<file path="config.mk">
export PLATFORM = sky130hd
export DESIGN_NAME = guard_timer_block
export DESIGN_NICKNAME = d
export VERILOG_FILES = /design/src/guard_timer_pkg.sv /design/src/guard_timer_block.sv /design/src/rc_tick_sync.sv /design/src/interval_base.sv
export SDC_FILE = /design/constraint.sdc
export NUM_CORES = 1
export LEC_CHECK = 0
export BUFFER_PORTS_ARGS = -buffer_cell sky130_fd_sc_hd__buf_2
export CAP_MARGIN = 10
export CORE_ASPECT_RATIO = 1.4
export CORE_MARGIN = 1
export CORE_UTILIZATION = 30
export CTS_CLUSTER_DIAMETER = 60
export DETAILED_ROUTE_END_ITERATION = 8
export GPL_ROUTABILITY_DRIVEN = 0
export PLACE_DENSITY = 0.6
export SLEW_MARGIN = 5
export SYNTH_ARGS = -nofsm -noshare
export SYNTH_HDL_FRONTEND = slang
export SYNTH_HIERARCHICAL = 1
export SYNTH_SLANG_ARGS = --single-unit
export TNS_END_PERCENT = 5
</file>
<file path="constraint.sdc">
create_clock -name sys_clk_i -period 3.6 [get_ports sys_clk_i]
set_input_delay 0.18 -clock sys_clk_i [delete_from_list [all_inputs] [get_ports sys_clk_i]]
set_output_delay 0.18 -clock sys_clk_i [all_outputs]
set_load 0.005 [all_outputs]
</file>
<file path="src/guard_timer_pkg.sv">
// Purpose: Shared constants for the interval timer and guard timer block.
// Assumes: Registers are eight bits wide and sit at word index times four.
// Notes: Offsets are register indices; byte address is index shifted by two.
package guard_timer_pkg;

    // ****************************************************************
    // Bus geometry.
    // ****************************************************************
    localparam int unsigned ADDR_W = 10;
    localparam int unsigned DATA_W = 32;
    localparam int unsigned REG_W = 8;

    // ****************************************************************
    // Register indices.
    // ****************************************************************
    localparam logic [7:0] IDX_INTERVAL_CONTROL = 8'h8b;
    localparam logic [7:0] IDX_INTERVAL_COUNT = 8'h8c;
    localparam logic [7:0] IDX_GUARD_CONTROL = 8'h8d;
    localparam logic [7:0] IDX_GUARD_COUNT = 8'h8e;
    localparam logic [7:0] IDX_EVENT_STATUS = 8'h90;
    localparam logic [7:0] IDX_EVENT_MASK = 8'h91;

    // ****************************************************************
    // Field positions.
    // ****************************************************************
    localparam int unsigned IC_FLAG_BIT = 7;
    localparam int unsigned IC_CLEAR_BIT = 3;
    localparam int unsigned IC_PERIOD_LSB = 0;
    localparam int unsigned GC_ENABLE_BIT = 7;
    localparam int unsigned GC_RESET_ON_MATCH_BIT = 6;
    localparam int unsigned GC_CLEAR_BIT = 5;
    localparam int unsigned GC_CLOCK_SELECT_BIT = 1;
    localparam int unsigned GC_FLAG_BIT = 0;
    localparam int unsigned EV_INTERVAL_BIT = 0;
    localparam int unsigned EV_GUARD_BIT = 1;
    localparam int unsigned EV_GUARD_RESET_BIT = 2;
    localparam int unsigned EV_W = 3;

    // ****************************************************************
    // Reset values.
    // ****************************************************************
    localparam logic [2:0] INTERVAL_PERIOD_RESET = 3'h1;
    localparam logic [7:0] GUARD_MATCH_RESET = 8'hff;
    localparam logic [7:0] COUNT_RESET = 8'h00;
    localparam logic [2:0] EVENT_RESET = 3'h0;

    // ****************************************************************
    // Timing.
    // ****************************************************************
    localparam int unsigned INTERVAL_DIV_DEFAULT = 16;

    // Turns a register index into its byte address on the bus.
    function automatic logic [ADDR_W-1:0] byte_addr(input logic [7:0] idx);
        byte_addr = {idx, 2'b00};
    endfunction

endpackage

</file>
<file path="src/guard_timer_block.sv">
// Purpose: Watchdog timer with its interval time base behind a Wishbone slave.
// Assumes: Classic Wishbone, 32-bit data, registers in the low byte lane.
// Notes: A match raises an interrupt flag or a one-cycle CPU reset request.
//
// Contract
// - Interval flag reads one after interval interrupt.
// - Interval clear bit zeroes the interval counter.
// - Period select picks overflow of bit 0..7.
// - Guard counter equal to match raises flag.
// - Reset-on-match zero: timer; one: reset mode.
// - Match gives interrupt, or reset when selected.
// - Guard clear bit zeroes counter, self-clears; the code zeroes it only while the enable bit is set.
// - Clock select: interval overflow or RC oscillator.
// - Guard interval is period times match plus one.
// - Count read and match write share address.
// - Enable bit stops or runs the guard timer.
// - Guard flag cleared by zero write or acknowledge.
// - Interval counter runs freely, cannot be halted.
// - Interval clear bit self-clears after one cycle.
// - Interval flag cleared by zero write or acknowledge.
//
// Added by the designer: register access over Wishbone.
`timescale 1ns/1ps
module guard_timer_block
    import guard_timer_pkg::*;
#(
    parameter int unsigned INTERVAL_DIV = INTERVAL_DIV_DEFAULT
)
(
    input wire logic sys_clk_i,
    input wire logic reset_i,
    input wire logic [ADDR_W-1:0] wb_adr_i,
    input wire logic [DATA_W-1:0] wb_dat_i,
    output logic [DATA_W-1:0] wb_dat_o,
    input wire logic wb_we_i,
    input wire logic [3:0] wb_sel_i,
    input wire logic wb_cyc_i,
    input wire logic wb_stb_i,
    output logic wb_ack_o,
    input wire logic rc_clk_i,
    input wire logic interval_irq_ack_i,
    input wire logic guard_irq_ack_i,
    output logic interval_irq_flag_o,
    output logic guard_irq_flag_o,
    output logic irq_o,
    output logic cpu_reset_req_o,
    output logic rc_osc_enable_o
);

    // ****************************************************************
    // State.
    // ****************************************************************
    typedef struct packed {
        logic ack;
        logic [DATA_W-1:0] rdata;
        logic interval_irq_flag;
        logic interval_count_clear;
        logic [2:0] interval_period_select;
        logic guard_enable;
        logic reset_on_match;
        logic guard_counter_clear;
        logic guard_clock_select;
        logic guard_irq_flag;
        logic [7:0] guard_count;
        logic [7:0] guard_match_value;
        logic [EV_W-1:0] status;
        logic [EV_W-1:0] mask;
        logic irq;
        logic reset_req;
    } block_state_t;

    block_state_t st_ff;
    block_state_t nxt_st;

    logic [7:0] interval_count;
    logic interval_overflow;
    logic rc_rise;
    logic guard_tick;
    logic guard_match;
    logic bus_req;
    logic bus_write;
    logic [7:0] wbyte;
    logic [EV_W-1:0] events;

    // ****************************************************************
    // Time base and RC oscillator tick.
    // ****************************************************************
    interval_base #(
        .DIV(INTERVAL_DIV)
    ) u_interval_base (
        .sys_clk_i(sys_clk_i),
        .reset_i(reset_i),
        .clear_i(st_ff.interval_count_clear),
        .period_sel_i(st_ff.interval_period_select),
        .count_o(interval_count),
        .overflow_o(interval_overflow)
    );

    rc_tick_sync u_rc_tick_sync (
        .sys_clk_i(sys_clk_i),
        .reset_i(reset_i),
        .rc_clk_i(rc_clk_i),
        .rise_o(rc_rise)
    );

    // ****************************************************************
    // Register read view.
    // ****************************************************************
    function automatic logic [7:0] read_view(input block_state_t s,
                                             input logic [ADDR_W-1:0] adr,
                                             input logic [7:0] icount);
        logic [7:0] v;
        v = 8'h00;
        if (adr == byte_addr(IDX_INTERVAL_CONTROL)) begin
            v[IC_FLAG_BIT] = s.interval_irq_flag;
            v[IC_CLEAR_BIT] = s.interval_count_clear;
            v[IC_PERIOD_LSB +: 3] = s.interval_period_select;
        end else if (adr == byte_addr(IDX_INTERVAL_COUNT)) begin
            v = icount;
        end else if (adr == byte_addr(IDX_GUARD_CONTROL)) begin
            v[GC_ENABLE_BIT] = s.guard_enable;
            v[GC_RESET_ON_MATCH_BIT] = s.reset_on_match;
            v[GC_CLEAR_BIT] = s.guard_counter_clear;
            v[GC_CLOCK_SELECT_BIT] = s.guard_clock_select;
            v[GC_FLAG_BIT] = s.guard_irq_flag;
        end else if (adr == byte_addr(IDX_GUARD_COUNT)) begin
            v = s.guard_count;
        end else if (adr == byte_addr(IDX_EVENT_STATUS)) begin
            v[EV_W-1:0] = s.status;
        end else if (adr == byte_addr(IDX_EVENT_MASK)) begin
            v[EV_W-1:0] = s.mask;
        end
        read_view = v;
    endfunction

    // ****************************************************************
    // Next-state logic.
    // ****************************************************************
    always_comb begin
        nxt_st = st_ff;
        events = '0;
        wbyte = wb_dat_i[7:0];
        bus_req = wb_cyc_i & wb_stb_i;
        bus_write = bus_req & st_ff.ack & wb_we_i & wb_sel_i[0];

        // Bus handshake: data is set up with ack; the write is taken in the ack cycle and lands one cycle later.
        nxt_st.ack = bus_req & ~st_ff.ack;
        if (bus_req & ~st_ff.ack) begin
            nxt_st.rdata = {24'h00_0000, read_view(st_ff, wb_adr_i, interval_count)};
        end

        // Self-clearing control bits hold for exactly one cycle.
        nxt_st.interval_count_clear = 1'b0;
        nxt_st.guard_counter_clear = 1'b0;
        nxt_st.reset_req = 1'b0;

        // Guard counter.
        guard_tick = st_ff.guard_clock_select ? rc_rise : interval_overflow;
        guard_match = 1'b0;
        if (st_ff.guard_enable) begin
            if (st_ff.guard_counter_clear) begin
                nxt_st.guard_count = COUNT_RESET;
            end else if (guard_tick) begin
                if (st_ff.guard_count == st_ff.guard_match_value) begin
                    nxt_st.guard_count = COUNT_RESET;
                    guard_match = 1'b1;
                end else begin
                    nxt_st.guard_count = st_ff.guard_count + 8'h01;
                end
            end
        end

        events[EV_INTERVAL_BIT] = interval_overflow;
        events[EV_GUARD_BIT] = guard_match & ~st_ff.reset_on_match;
        events[EV_GUARD_RESET_BIT] = guard_match & st_ff.reset_on_match;

        // Register writes.
        if (bus_write) begin
            if (wb_adr_i == byte_addr(IDX_INTERVAL_CONTROL)) begin
                if (!wbyte[IC_FLAG_BIT]) begin
                    nxt_st.interval_irq_flag = 1'b0;
                end
                nxt_st.interval_count_clear = wbyte[IC_CLEAR_BIT];
                nxt_st.interval_period_select = wbyte[IC_PERIOD_LSB +: 3];
            end
            if (wb_adr_i == byte_addr(IDX_GUARD_CONTROL)) begin
                nxt_st.guard_enable = wbyte[GC_ENABLE_BIT];
                nxt_st.reset_on_match = wbyte[GC_RESET_ON_MATCH_BIT];
                nxt_st.guard_counter_clear = wbyte[GC_CLEAR_BIT];
                nxt_st.guard_clock_select = wbyte[GC_CLOCK_SELECT_BIT];
                if (!wbyte[GC_FLAG_BIT]) begin
                    nxt_st.guard_irq_flag = 1'b0;
                end
            end
            if (wb_adr_i == byte_addr(IDX_GUARD_COUNT)) begin
                nxt_st.guard_match_value = wbyte;
            end
            if (wb_adr_i == byte_addr(IDX_EVENT_STATUS)) begin
                nxt_st.status = st_ff.status & ~wbyte[EV_W-1:0];
            end
            if (wb_adr_i == byte_addr(IDX_EVENT_MASK)) begin
                nxt_st.mask = wbyte[EV_W-1:0];
            end
        end

        // Interrupt acknowledge clears the documented flags.
        if (interval_irq_ack_i) begin
            nxt_st.interval_irq_flag = 1'b0;
        end
        if (guard_irq_ack_i) begin
            nxt_st.guard_irq_flag = 1'b0;
        end

        // Hardware events win over any clear in the same cycle.
        if (events[EV_INTERVAL_BIT]) begin
            nxt_st.interval_irq_flag = 1'b1;
        end
        if (events[EV_GUARD_BIT]) begin
            nxt_st.guard_irq_flag = 1'b1;
        end
        if (events[EV_GUARD_RESET_BIT]) begin
            nxt_st.reset_req = 1'b1;
        end
        nxt_st.status = nxt_st.status | events;
        nxt_st.irq = |(nxt_st.status & nxt_st.mask);
    end

    // ****************************************************************
    // Registers.
    // ****************************************************************
    always_ff @(posedge sys_clk_i) begin
        if (reset_i) begin
            st_ff <= '0;
            st_ff.interval_period_select <= INTERVAL_PERIOD_RESET;
            st_ff.guard_match_value <= GUARD_MATCH_RESET;
            st_ff.guard_count <= COUNT_RESET;
            st_ff.status <= EVENT_RESET;
            st_ff.mask <= EVENT_RESET;
        end else begin
            st_ff <= nxt_st;
        end
    end

    // ****************************************************************
    // Outputs.
    // ****************************************************************
    assign wb_ack_o = st_ff.ack;
    assign wb_dat_o = st_ff.rdata;
    assign interval_irq_flag_o = st_ff.interval_irq_flag;
    assign guard_irq_flag_o = st_ff.guard_irq_flag;
    assign irq_o = st_ff.irq;
    assign cpu_reset_req_o = st_ff.reset_req;
    assign rc_osc_enable_o = st_ff.guard_clock_select;

endmodule

</file>
<file path="src/rc_tick_sync.sv">
// Purpose: Brings the watchdog RC oscillator pin into the system clock domain.
// Assumes: The RC clock is much slower than the system clock.
// Notes: Emits a one-cycle pulse per rising edge of the RC clock.
`timescale 1ns/1ps
module rc_tick_sync
    import guard_timer_pkg::*;
(
    input wire logic sys_clk_i,
    input wire logic reset_i,
    input wire logic rc_clk_i,
    output logic rise_o
);

    typedef struct packed {
        logic meta;
        logic sync;
        logic last;
        logic rise;
    } sync_state_t;

    sync_state_t st_ff;
    sync_state_t nxt_st;

    // ****************************************************************
    // Two-stage synchroniser and edge detector.
    // ****************************************************************
    always_comb begin
        nxt_st = st_ff;
        nxt_st.meta = rc_clk_i;
        nxt_st.sync = st_ff.meta;
        nxt_st.last = st_ff.sync;
        nxt_st.rise = st_ff.sync & ~st_ff.last;
    end

    always_ff @(posedge sys_clk_i) begin
        if (reset_i) begin
            st_ff <= '0;
        end else begin
            st_ff <= nxt_st;
        end
    end

    assign rise_o = st_ff.rise;

endmodule

</file>
<file path="src/interval_base.sv">
// Purpose: Free-running eight-bit interval counter with selectable overflow.
// Assumes: The interval clock is the system clock divided by DIV.
// Notes: Overflow pulse lasts one system cycle.
`timescale 1ns/1ps
module interval_base
    import guard_timer_pkg::*;
#(
    parameter int unsigned DIV = INTERVAL_DIV_DEFAULT
)
(
    input wire logic sys_clk_i,
    input wire logic reset_i,
    input wire logic clear_i,
    input wire logic [2:0] period_sel_i,
    output logic [7:0] count_o,
    output logic overflow_o
);

    typedef struct packed {
        logic [15:0] div_cnt;
        logic [7:0] count;
        logic ovf;
    } base_state_t;

    base_state_t st_ff;
    base_state_t nxt_st;
    logic [7:0] low_mask;
    logic clk_en;

    // ****************************************************************
    // Divider, counter and overflow selection.
    // ****************************************************************
    always_comb begin
        nxt_st = st_ff;
        nxt_st.ovf = 1'b0;
        low_mask = 8'hff >> (3'h7 - period_sel_i);
        clk_en = (st_ff.div_cnt == 16'(DIV - 1));
        if (clear_i) begin
            nxt_st.count = COUNT_RESET;
            nxt_st.div_cnt = '0;
        end else begin
            nxt_st.div_cnt = clk_en ? '0 : st_ff.div_cnt + 16'h0001;
            if (clk_en) begin
                nxt_st.count = st_ff.count + 8'h01;
                nxt_st.ovf = &(st_ff.count | ~low_mask);
            end
        end
    end

    always_ff @(posedge sys_clk_i) begin
        if (reset_i) begin
            st_ff <= '0;
        end else begin
            st_ff <= nxt_st;
        end
    end

    assign count_o = st_ff.count;
    assign overflow_o = st_ff.ovf;

endmodule

</file>
==> impl_metrics.yaml, run 1 <==
worst_setup_path:
  slowest_delay_ns: 0.61
  critical_path_class: "register to register"
  startpoint_type: "register"
  cp_cell_sequence: "ha_1, and3_1, nand4_2, or4_1, a21oi_1"
  cp_num_buf_inv: 0
  worstSetupEndpointType: "register"
  required_ns: 3.86
  crit_arrival_ns: 2.32
  crit_path_top_delay_cell: "or4_1"
  crit_path_max_fanout: 17
  path_delay_family: "simple AND/OR/NAND/NOR gates"
logic_synthesis:
  synth-main-ff-cell: "dfxtp_1"
  ys_seq_elements: 72
  syn_area_per_cell_sq_um: 8.68
  synth.distinct_cells: 56
  synthArstFlopShare: 0
  synth_edf_count: 0
  yosys_warnings: 6
  yosysSeqAreaShare: 0.383
  synth_area_sq_um: 3760
  syn_inst: 433
global_routing:
  grt.busiest_layer: "met2"
  grt_pass1_vias: 2962
  grt_usage: 0.143
  grt_max_degree: 26
  use_met1: 0.149
  grt_util_met2: 0.249
  globalRouteOverflowTotal: 0
  grt_pass1_wl_mm: 14.6
  use_met3: 0.0481
  antenna_found_initial: 1
cells_and_area:
  final_common_cell: "dfxtp_1"
  postLayoutCellArea_sq_um: 4170
  n_antenna_cell: 0
  drive_above_1_share: 0.151
  synthToLayoutAreaGrowth_pct: 10.8
  fin_cells: 607
  final_cell_mix: "dfxtp_1 (72), nor2_1 (42), buf_2 (40)"
  fin_nets: 510
die:
  die-area_sq_um: 13000
  num_rows: 48
  start_util: 0.307
  die_x_microns: 96.6
  boundaryPins: 92
  coreArea_sq_um: 12300
  die_h_microns: 134
sta:
  layout_worst_path_cycle_share: 0.571
  skew_ns: 0.0117
  setup_tns_ns: 0
  worst_slew_pin_slew_ns: 0.628
  worst_slack_ns: 1.54
  finalHoldViolCount: 0
  rsz0062_at_grt: "no"
  finalSetupViolCount: 0
  fmax_mhz: 486
  slew_headroom: 0.580
  finalCriticalPeriod_ns: 2.06
  drv_slew: 0
place:
  dpl-instance-area_sq_um: 3880
  place_hpwl_mm: 6.58
  port_buffers: 40
  place_ws_ns: 1.50
  place_inst: 592
drt:
  viasPerCell: 5.04
  dr_total_vias: 3057
  postRouteAntennaNets: 0
  routed_wl_mm: 8.74
  drt-initial-drc-count: 134
  drc: 0
  drt-pass1-iter-count: 4
  wire_per_inst_microns: 14.4
cts:
  cts_buffer_depth: 2
  numCtsBuffers: 9
  cts_tree: "done"
  insertion_delay_ns: 0.34
  htree_levels: 3
  clockRootBuffer: "clkbuf_16"
  post_cts_resized: 0
  cts.sinks: 72
  post_cts_buffers: 0
  clkTransAtPathRegs_ns: 0.05
  cts_hold_buf: 0
job:
  maxCapViolCount: 0
hold_path:
  holdCritPathClass: "input pin to register"
outcome:
  status: "finished, final reports clean"
pwr:
  power_density_nw_per_um2: 422
  leakage_uw: 0.00150
  vdd_drop_max_v: 0.000150
through the flow:
stage	power, uW	hold slack (ns)	util
4_1_cts	1780	0.0529	0.340
3_3_place_gp	906	0.395	0.316
6_report	1760	0.0614	0.340
2_1_floorplan	891	0.251	-
5_1_grt	1830	0.0680	0.340
3_5_place_dp	907	0.393	0.316
cells by family after synthesis:
family,synth area share
AOI/OAI and AO/OA,0.121
xor gates and xnor gates,0.0652
adders and majority gates,0.00998
buffers and inverters,0.106
DFF,0.383
muxes,0.0622
other,0.000997
and+or+nand+nor,0.251
layout make-up:
class                      count  area, sq um
fill                        1276         8090
multi-input combinational    320         2010
sequential                    72         1440
clock buffer                  12          246
timing repair buffer          41          208
tap                          150          188
clock inverter                 3         42.5
inverter                       9         33.8
Yosys cell counts (2+ instances only):
master	n	share of area
a2111oi_0	3	0.0070
a21boi_0	3	0.0060
a21oi_1	21	0.028
a221oi_1	3	0.0070
a311o_1	2	0.0053
and2_1	4	0.0067
and3_1	9	0.015
and3b_1	2	0.0047
and4_1	2	0.0047
and4b_1	2	0.0053
buf_2	4	0.0053
buf_4	41	0.082
clkbuf_1	10	0.010
dfxtp_1	72	0.38
ha_1	3	0.010
inv_1	9	0.0090
mux2_2	3	0.0090
mux2i_1	20	0.053
nand2_1	39	0.039
nand3_1	13	0.017
nand3b_1	4	0.0080
nand4_1	6	0.010
nand4b_1	2	0.0047
nor2_1	42	0.042
nor2b_1	7	0.012
nor3_1	11	0.015
nor3b_1	2	0.0040
nor4_1	7	0.012
nor4_2	3	0.010
o2111ai_1	2	0.0047
o211ai_1	2	0.0040
o21ai_0	19	0.025
o21ai_1	2	0.0027
o22ai_1	3	0.0050
o31ai_1	3	0.0060
or2_2	2	0.0033
or3_1	5	0.0083
or4_1	2	0.0040
xnor2_1	15	0.035
xor2_1	13	0.030
final timing paths:
kind                                  from                          to  slack [ns]  depth (start not counted)
hold / removal                    rc_clk_i    u_rc_tick_sync/nxt_st[2]        0.06                          2
hold reg to reg    u_rc_tick_sync/st_ff[1]       u_rc_tick_sync/rise_o        0.40                          1
setup reg to reg  u_interval_base/st_ff[9]  u_interval_base/count_o[5]        1.54                          5
setup / recovery  u_interval_base/st_ff[9]  u_interval_base/count_o[5]        1.54                          5
report_power, final:
part / switching [uW] / internal, uW
combinational: 53.6 / 27.3
clock: 318 / 550
sequential: 5.37 / 804
total: 377 / 1380
sequential cells by signal, indices dropped and copies added, names as in the netlist:
signal	count
rc_osc_enable_o	1
u_interval_base/count_o	8
interval_irq_flag_o	1
guard_irq_flag_o	1
u_interval_base/st_ff	16
wb_ack_o	1
u_rc_tick_sync/nxt_st	2
u_rc_tick_sync/rise_o	1
u_rc_tick_sync/st_ff	1
wb_dat_o	8
cpu_reset_req_o	1
irq_o	1
u_interval_base/overflow_o	1
st_ff	29
layer usage:
metal	share of wire	wire (microns)
met5	0	0
met3	0.058	505
met1	0.40	3480
met2	0.52	4510
met4	0.028	245
worst reg2reg max path, stage by stage, from the launching register on:
cell	delay [ns]
dfxtp_1	0.39
ha_1	0.23
and3_1	0.25
nand4_2	0.36
or4_1	0.61
a21oi_1	0.15
Note: power is estimated with default switching activity, not from simulation.
==> inputs of run 2 (changes only) <==
ABC_AREA = 1   (was default)
PLACE_DENSITY = 0.61   (was 0.6)
clock period = 1.8 ns   (was 3.6 ns; I/O delays follow)
==> run 2 against run 1 <==
Worst setup slack worse by 1.3 ns. Utilization grew 2.1 points. Non-clock buffer count grew 14. Die area grew 7.6%. Sequential share of layout area fell by 3.8 points. Via count grew 16%. Global-route usage is 0.63 points lower. Flip-flop and latch count stayed put. Combinational power up 100%. Fmax up 29%. First-iteration DRC count rose by 3.0%. Critical path type unchanged.
==> impl_metrics.yaml, run 2 <==
cells_and_area:
  synthToLayoutAreaGrowth_pct: 15.7
  largest-register: "st_ff"
  n_antenna_cell: 0
  top_regs: "st_ff (29), u_interval_base/st_ff (16)"
  final_cell_mix: "nand2_1 (139), nor2_1 (79), dfxtp_1 (72)"
  fin_nets: 685
  largest_reg_flops: 29
  final_common_cell: "nand2_1"
  drive_above_1_share: 0.183
place:
  port_buffers: 40
  place_hpwl_mm: 7.26
die:
  coreArea_sq_um: 13000
  die_h_microns: 139
  num_rows: 49
  start_util: 0.312
  die-area_sq_um: 14000
  boundaryPins: 92
  die_x_microns: 100
global_routing:
  antenna_found_initial: 0
  grt_usage: 0.136
  grt_max_degree: 17
  grt_pass1_vias: 3315
  globalRouteOverflowTotal: 0
  grt_pass1_wl_mm: 15.0
worst_setup_path:
  startpoint_type: "register"
  reg2reg_from: "wb_ack_o"
  required_ns: 2.07
  critical_path_class: "register to register"
  crit_arrival_ns: 1.87
  setup.worst_path.start: "wb_ack_o"
  crit_path_max_fanout: 5
  worstSetupEndpointType: "register"
cts:
  cts_buffer_depth: 2
  cts_tree: "done"
  post_cts_buffers: 0
  cts.sinks: 72
  clkTransAtPathRegs_ns: 0.06
  htree_levels: 3
  insertion_delay_ns: 0.32
  clockRootBuffer: "clkbuf_16"
  numCtsBuffers: 9
pwr:
  seq_power_share: 0.416
  vdd_drop_max_v: 0.000478
  p_sw_uw: 794
  p_sw_frac: 0.204
  p_clk_frac: 0.542
  p_int_uw: 3090
  power_density_nw_per_um2: 829
  fin_total_pwr_uw: 3890
  leakage_uw: 0.00198
  p_comb_frac: 0.043
logic_synthesis:
  syn_area_per_cell_sq_um: 6.91
  yosysMostFrequentCell: "nand2_1"
  ys_seq_elements: 72
  yosysTopAreaCellShare: 0.356
  synth.distinct_cells: 43
  synth-main-ff-cell: "dfxtp_1"
  syn_inst: 586
  synthArstFlopShare: 0
  synth_area_sq_um: 4050
  synth.largest_area_cell: "dfxtp_1"
  synthTopCellsByCount: "nand2_1 (139), nor2_1 (79), dfxtp_1 (72)"
  synth_edf_count: 0
  yosysSeqAreaShare: 0.356
  yosys_warnings: 6
  synth.area.top_cells: "dfxtp_1 (36%), nand2_1 (13%), buf_4 (7.4%)"
sta:
  layout_worst_path_cycle_share: 0.887
  setup_tns_ns: 0
  fmax_mhz: 626
  finalSetupViolCount: 0
  skew_ns: 0.00631
  drv_slew: 0
  finalHoldViolCount: 0
  finalCriticalPeriod_ns: 1.60
  rsz0062_at_grt: "no"
drt:
  viasPerCell: 4.37
  drc: 0
  dr_total_vias: 3547
  drt-initial-drc-count: 138
  routed_wl_mm: 9.27
  postRouteAntennaNets: 0
  drt-pass1-iter-count: 5
  wire_per_inst_microns: 11.4
hold_path:
  worstHoldStart: "wb_dat_i[3]"
  holdCritPathClass: "input pin to register"
outcome:
  status: "finished, final reports clean"
job:
  maxCapViolCount: 0
==> run 2: cell types whose count changed after synthesis, sizes merged, moves of 15 or more <==
cell	delta
nor2	+51
nand3	+20
a21oi	+15
inv	+59
nand2	+110
mux2i	-20
==> run 2: through the flow <==
step | setup slack [ns] | instances | util | hold slack (ns) | area, sq um
3_3_place_gp | 0.208 | 791 | 0.330 | 0.293 | 4290
4_1_cts | 0.185 | 811 | 0.361 | 0.000810 | 4690
2_1_floorplan | 0.408 | 609 | - | 0.161 | 4140
5_1_grt | 0.0511 | 811 | 0.361 | 0.0114 | 4690
6_report | 0.203 | 811 | 0.361 | 0.00807 | 4690
3_5_place_dp | 0.206 | 791 | 0.330 | 0.301 | 4290
==> run 2: cell type report <==
type                            count  area, sq um
Multi-Input combinational cell    417         2060
Tap cell                          178          223
Clock inverter                      5          103
Clock buffer                       11          253
Inverter                           73          280
Fill cell                        1430         8310
Timing Repair Buffer               55          323
Sequential cell                    72         1440
==> run 2: path summary, 6_finish.rpt <==
| kind | end | slack, ns | cells past startpoint |
|---|---|---|---|
| max | irq_o | 0.20 | 10 |
| min | st_ff[11] | 0.008 | 3 |
| min reg2reg | u_rc_tick_sync/rise_o | 0.40 | 1 |
| max reg2reg | irq_o | 0.20 | 10 |
==> run 2: worst max-delay path, cell delays in order (launching register included) <==
cell,delay [ns]
dfxtp_1,0.36
nand3_1,0.09
nor2_2,0.28
inv_2,0.15
nor2_4,0.17
inv_2,0.05
o21ai_1,0.16
nand2_1,0.08
nand3_1,0.08
nand2_1,0.06
inv_1,0.05
==> run 2: power groups by stage <==
stage,combinational (uW),sequential (uW),clock (uW)
2_1_floorplan,129,1650,0
3_3_place_gp,158,1650,0
3_5_place_dp,158,1650,0
4_1_cts,166,1620,2150
5_1_grt,187,1620,2210
6_report,165,1620,2100
==> run 2: per-layer routing <==
| metal | up-vias | global-route usage | part of all wire |
|---|---|---|---|
| li1 | 1879 | - | - |
| met1 | 1591 | 0.144 | 0.42 |
| met2 | 61 | 0.256 | 0.52 |
| met3 | 16 | 0.0216 | 0.028 |
| met4 | 0 | 0.0679 | 0.030 |
| met5 | - | 0 | 0 |
==> run 2: cell families after synthesis <==
group / synth area share
other cells: 0.000926
flops: 0.356
simple gates: 0.344
compound gates: 0.114
fa+ha+maj: 0.00927
buf+inv: 0.156
xor+xnor: 0.0195
==> run 2: what timing repair did <==
item                                   CTS  global route
hold buffers                             4             0
endpoints found under the hold margin    4             0
setup endpoints to repair                0             0
resized for setup                        0             0
==> inputs of run 3 (changes only) <==
CORE_UTILIZATION = 49   (was 30)
PLACE_DENSITY = 0.86   (was 0.61)
==> run 3 against run 2 <==
Worst hold slack gained 0.031 ns. Cell count shrank 9.7%. Design area shrank 4.8%. Wire length grew 2.5%. Via count grew 5.7%. Largest cell class unchanged. Highest routed layer unchanged.
==> impl_metrics.yaml, run 3 (synthesized netlist as in run 2, its figures left out) <==
global_routing:
  grt_usage: 0.233
  grt_max_degree: 17
  grt_pass1_vias: 3569
  grt_pass1_wl_mm: 15.6
  globalRouteOverflowTotal: 0
  antenna_found_initial: 0
worst_setup_path:
  r2r_end: "st_ff[23]"
  required_ns: 2.03
  startpoint_type: "register"
  reg2reg_from: "rc_osc_enable_o"
  worst-r2r-cell-count: 8
  crit_arrival_ns: 1.89
  cp-endpoint: "st_ff[23]"
  crit_path_max_fanout: 7
  reg2reg_slack_ns: 0.15
  worstSetupEndpointType: "register"
  critical_path_class: "register to register"
  setup.worst_path.start: "rc_osc_enable_o"
sta:
  layout_worst_path_cycle_share: 0.919
  drv_slew: 0
  hold_slack_ns: 0.0386
  finalHoldViolCount: 0
  finalSetupViolCount: 0
  skew_ns: 0.0146
  fmax_mhz: 604
  setup_tns_ns: 0
  worst_slack_ns: 0.145
  rsz0062_at_grt: "no"
  finalCriticalPeriod_ns: 1.65
drt:
  postRouteAntennaNets: 0
  drt-pass1-iter-count: 7
  drt-initial-drc-count: 273
  drc: 0
  routed_wl_mm: 9.50
  wire_per_inst_microns: 13.0
  dr_total_vias: 3750
  viasPerCell: 5.12
cts:
  clockRootBuffer: "clkbuf_8"
  post_cts_buffers: 0
  clkTransAtPathRegs_ns: 0.08
  cts.sinks: 72
  cts_tree: "done"
  htree_levels: 3
  cts_buffer_depth: 2
  insertion_delay_ns: 0.35
  numCtsBuffers: 9
pwr:
  vdd_drop_max_v: 0.000403
  power_density_nw_per_um2: 721
  p_clk_frac: 0.446
  p_sw_frac: 0.229
  p_sw_uw: 736
  leakage_uw: 0.00191
  p_comb_frac: 0.052
  p_int_uw: 2480
  seq_power_share: 0.502
cells_and_area:
  synthToLayoutAreaGrowth_pct: 10.1
  drive_above_1_share: 0.176
  final_cell_mix: "nand2_1 (139), nor2_1 (79), dfxtp_1 (72)"
  nFillCells: 718
  largest_reg_flops: 29
  top_regs: "st_ff (29), u_interval_base/st_ff (16)"
  fin_nets: 684
  fin_cells: 732
  largest-register: "st_ff"
  n_antenna_cell: 0
  multiInputGateArea_sq_um: 2070
  final_common_cell: "nand2_1"
  seq_area_sq_um: 1440
job:
  maxCapViolCount: 0
hold_path:
  holdCritPathClass: "input pin to register"
  whs_path_depth: 4
die:
  coreArea_sq_um: 7890
  die_x_microns: 78.8
  die-area_sq_um: 8640
  die_h_microns: 110
  start_util: 0.513
  num_rows: 38
  boundaryPins: 92
place:
  place_inst: 709
  place_hpwl_mm: 7.27
  place_ws_ns: 0.186
  port_buffers: 40
outcome:
  status: "finished, final reports clean"
==> run 3: cell types whose count changed in the layout (fill, tap and decap cells not counted), sizes merged <==
cell	previous run	this run
buf	51	47
dlygate4sd3	4	7
bufinv	3	2
clkinvlp	1	2
==> run 3: cell type report <==
class | count | share of cell area
Timing Repair Buffer | 54 | 0.0724
Tap cell | 100 | 0.0281
Multi-Input combinational cell | 417 | 0.464
Sequential cell | 72 | 0.323
Clock buffer | 11 | 0.0317
Clock inverter | 5 | 0.0180
Inverter | 73 | 0.0629
==> run 3: routing by layer <==
metal,wire (microns),vias up,track usage
met5,0,-,0
met4,384,0,0.136
met3,515,35,0.0598
met2,5030,138,0.439
met1,3570,1708,0.229
li1,-,1869,-
==> run 3: metrics by stage <==
step / instance area (sq um) / utilization / total power [uW]
floorplan: 4140 / - / 1780
finish: 4460 / 0.565 / 3220
global placement: 4160 / 0.527 / 1800
CTS: 4450 / 0.564 / 3230
global route: 4460 / 0.565 / 3350
detailed placement: 4160 / 0.527 / 1810
==> run 3: how the worst min path moves through the flow <==
stage / from / to / slack, ns
after global routing: wb_dat_i[1] / st_ff[9] / 0.04
after detailed placement: rc_clk_i / u_rc_tick_sync/nxt_st[2] / 0.30
after global placement: wb_dat_i[4] / st_ff[12] / 0.30
final: interval_irq_ack_i / interval_irq_flag_o / 0.04
after CTS: wb_dat_i[1] / st_ff[9] / 0.03
after floorplan: reset_i / u_rc_tick_sync/nxt_st[2] / 0.16
==> run 3: power by group through the flow <==
stage,sequential [uW],clock (uW),combinational [uW]
global placement,1650,0,150
finish,1610,1430,169
detailed placement,1650,0,154
floorplan,1650,0,129
global route,1620,1550,190
CTS,1610,1450,166
==> run 3: critical path, cell delays in order (launching register included) <==
cell	delay (ns)
dfxtp_1	0.34
inv_1	0.08
nand2_1	0.06
o21ai_1	0.08
a21oi_1	0.30
inv_2	0.14
nor3_1	0.28
xor2_1	0.20
nor2_1	0.05
==> run 3: timing repair <==
| action | CTS | global route |
|---|---|---|
| hold endpoints to repair | 8 | 0 |
| hold buffers | 7 | 0 |
| gates resized for setup | 0 | 1 |
| endpoints found under the setup margin | 0 | 1 |
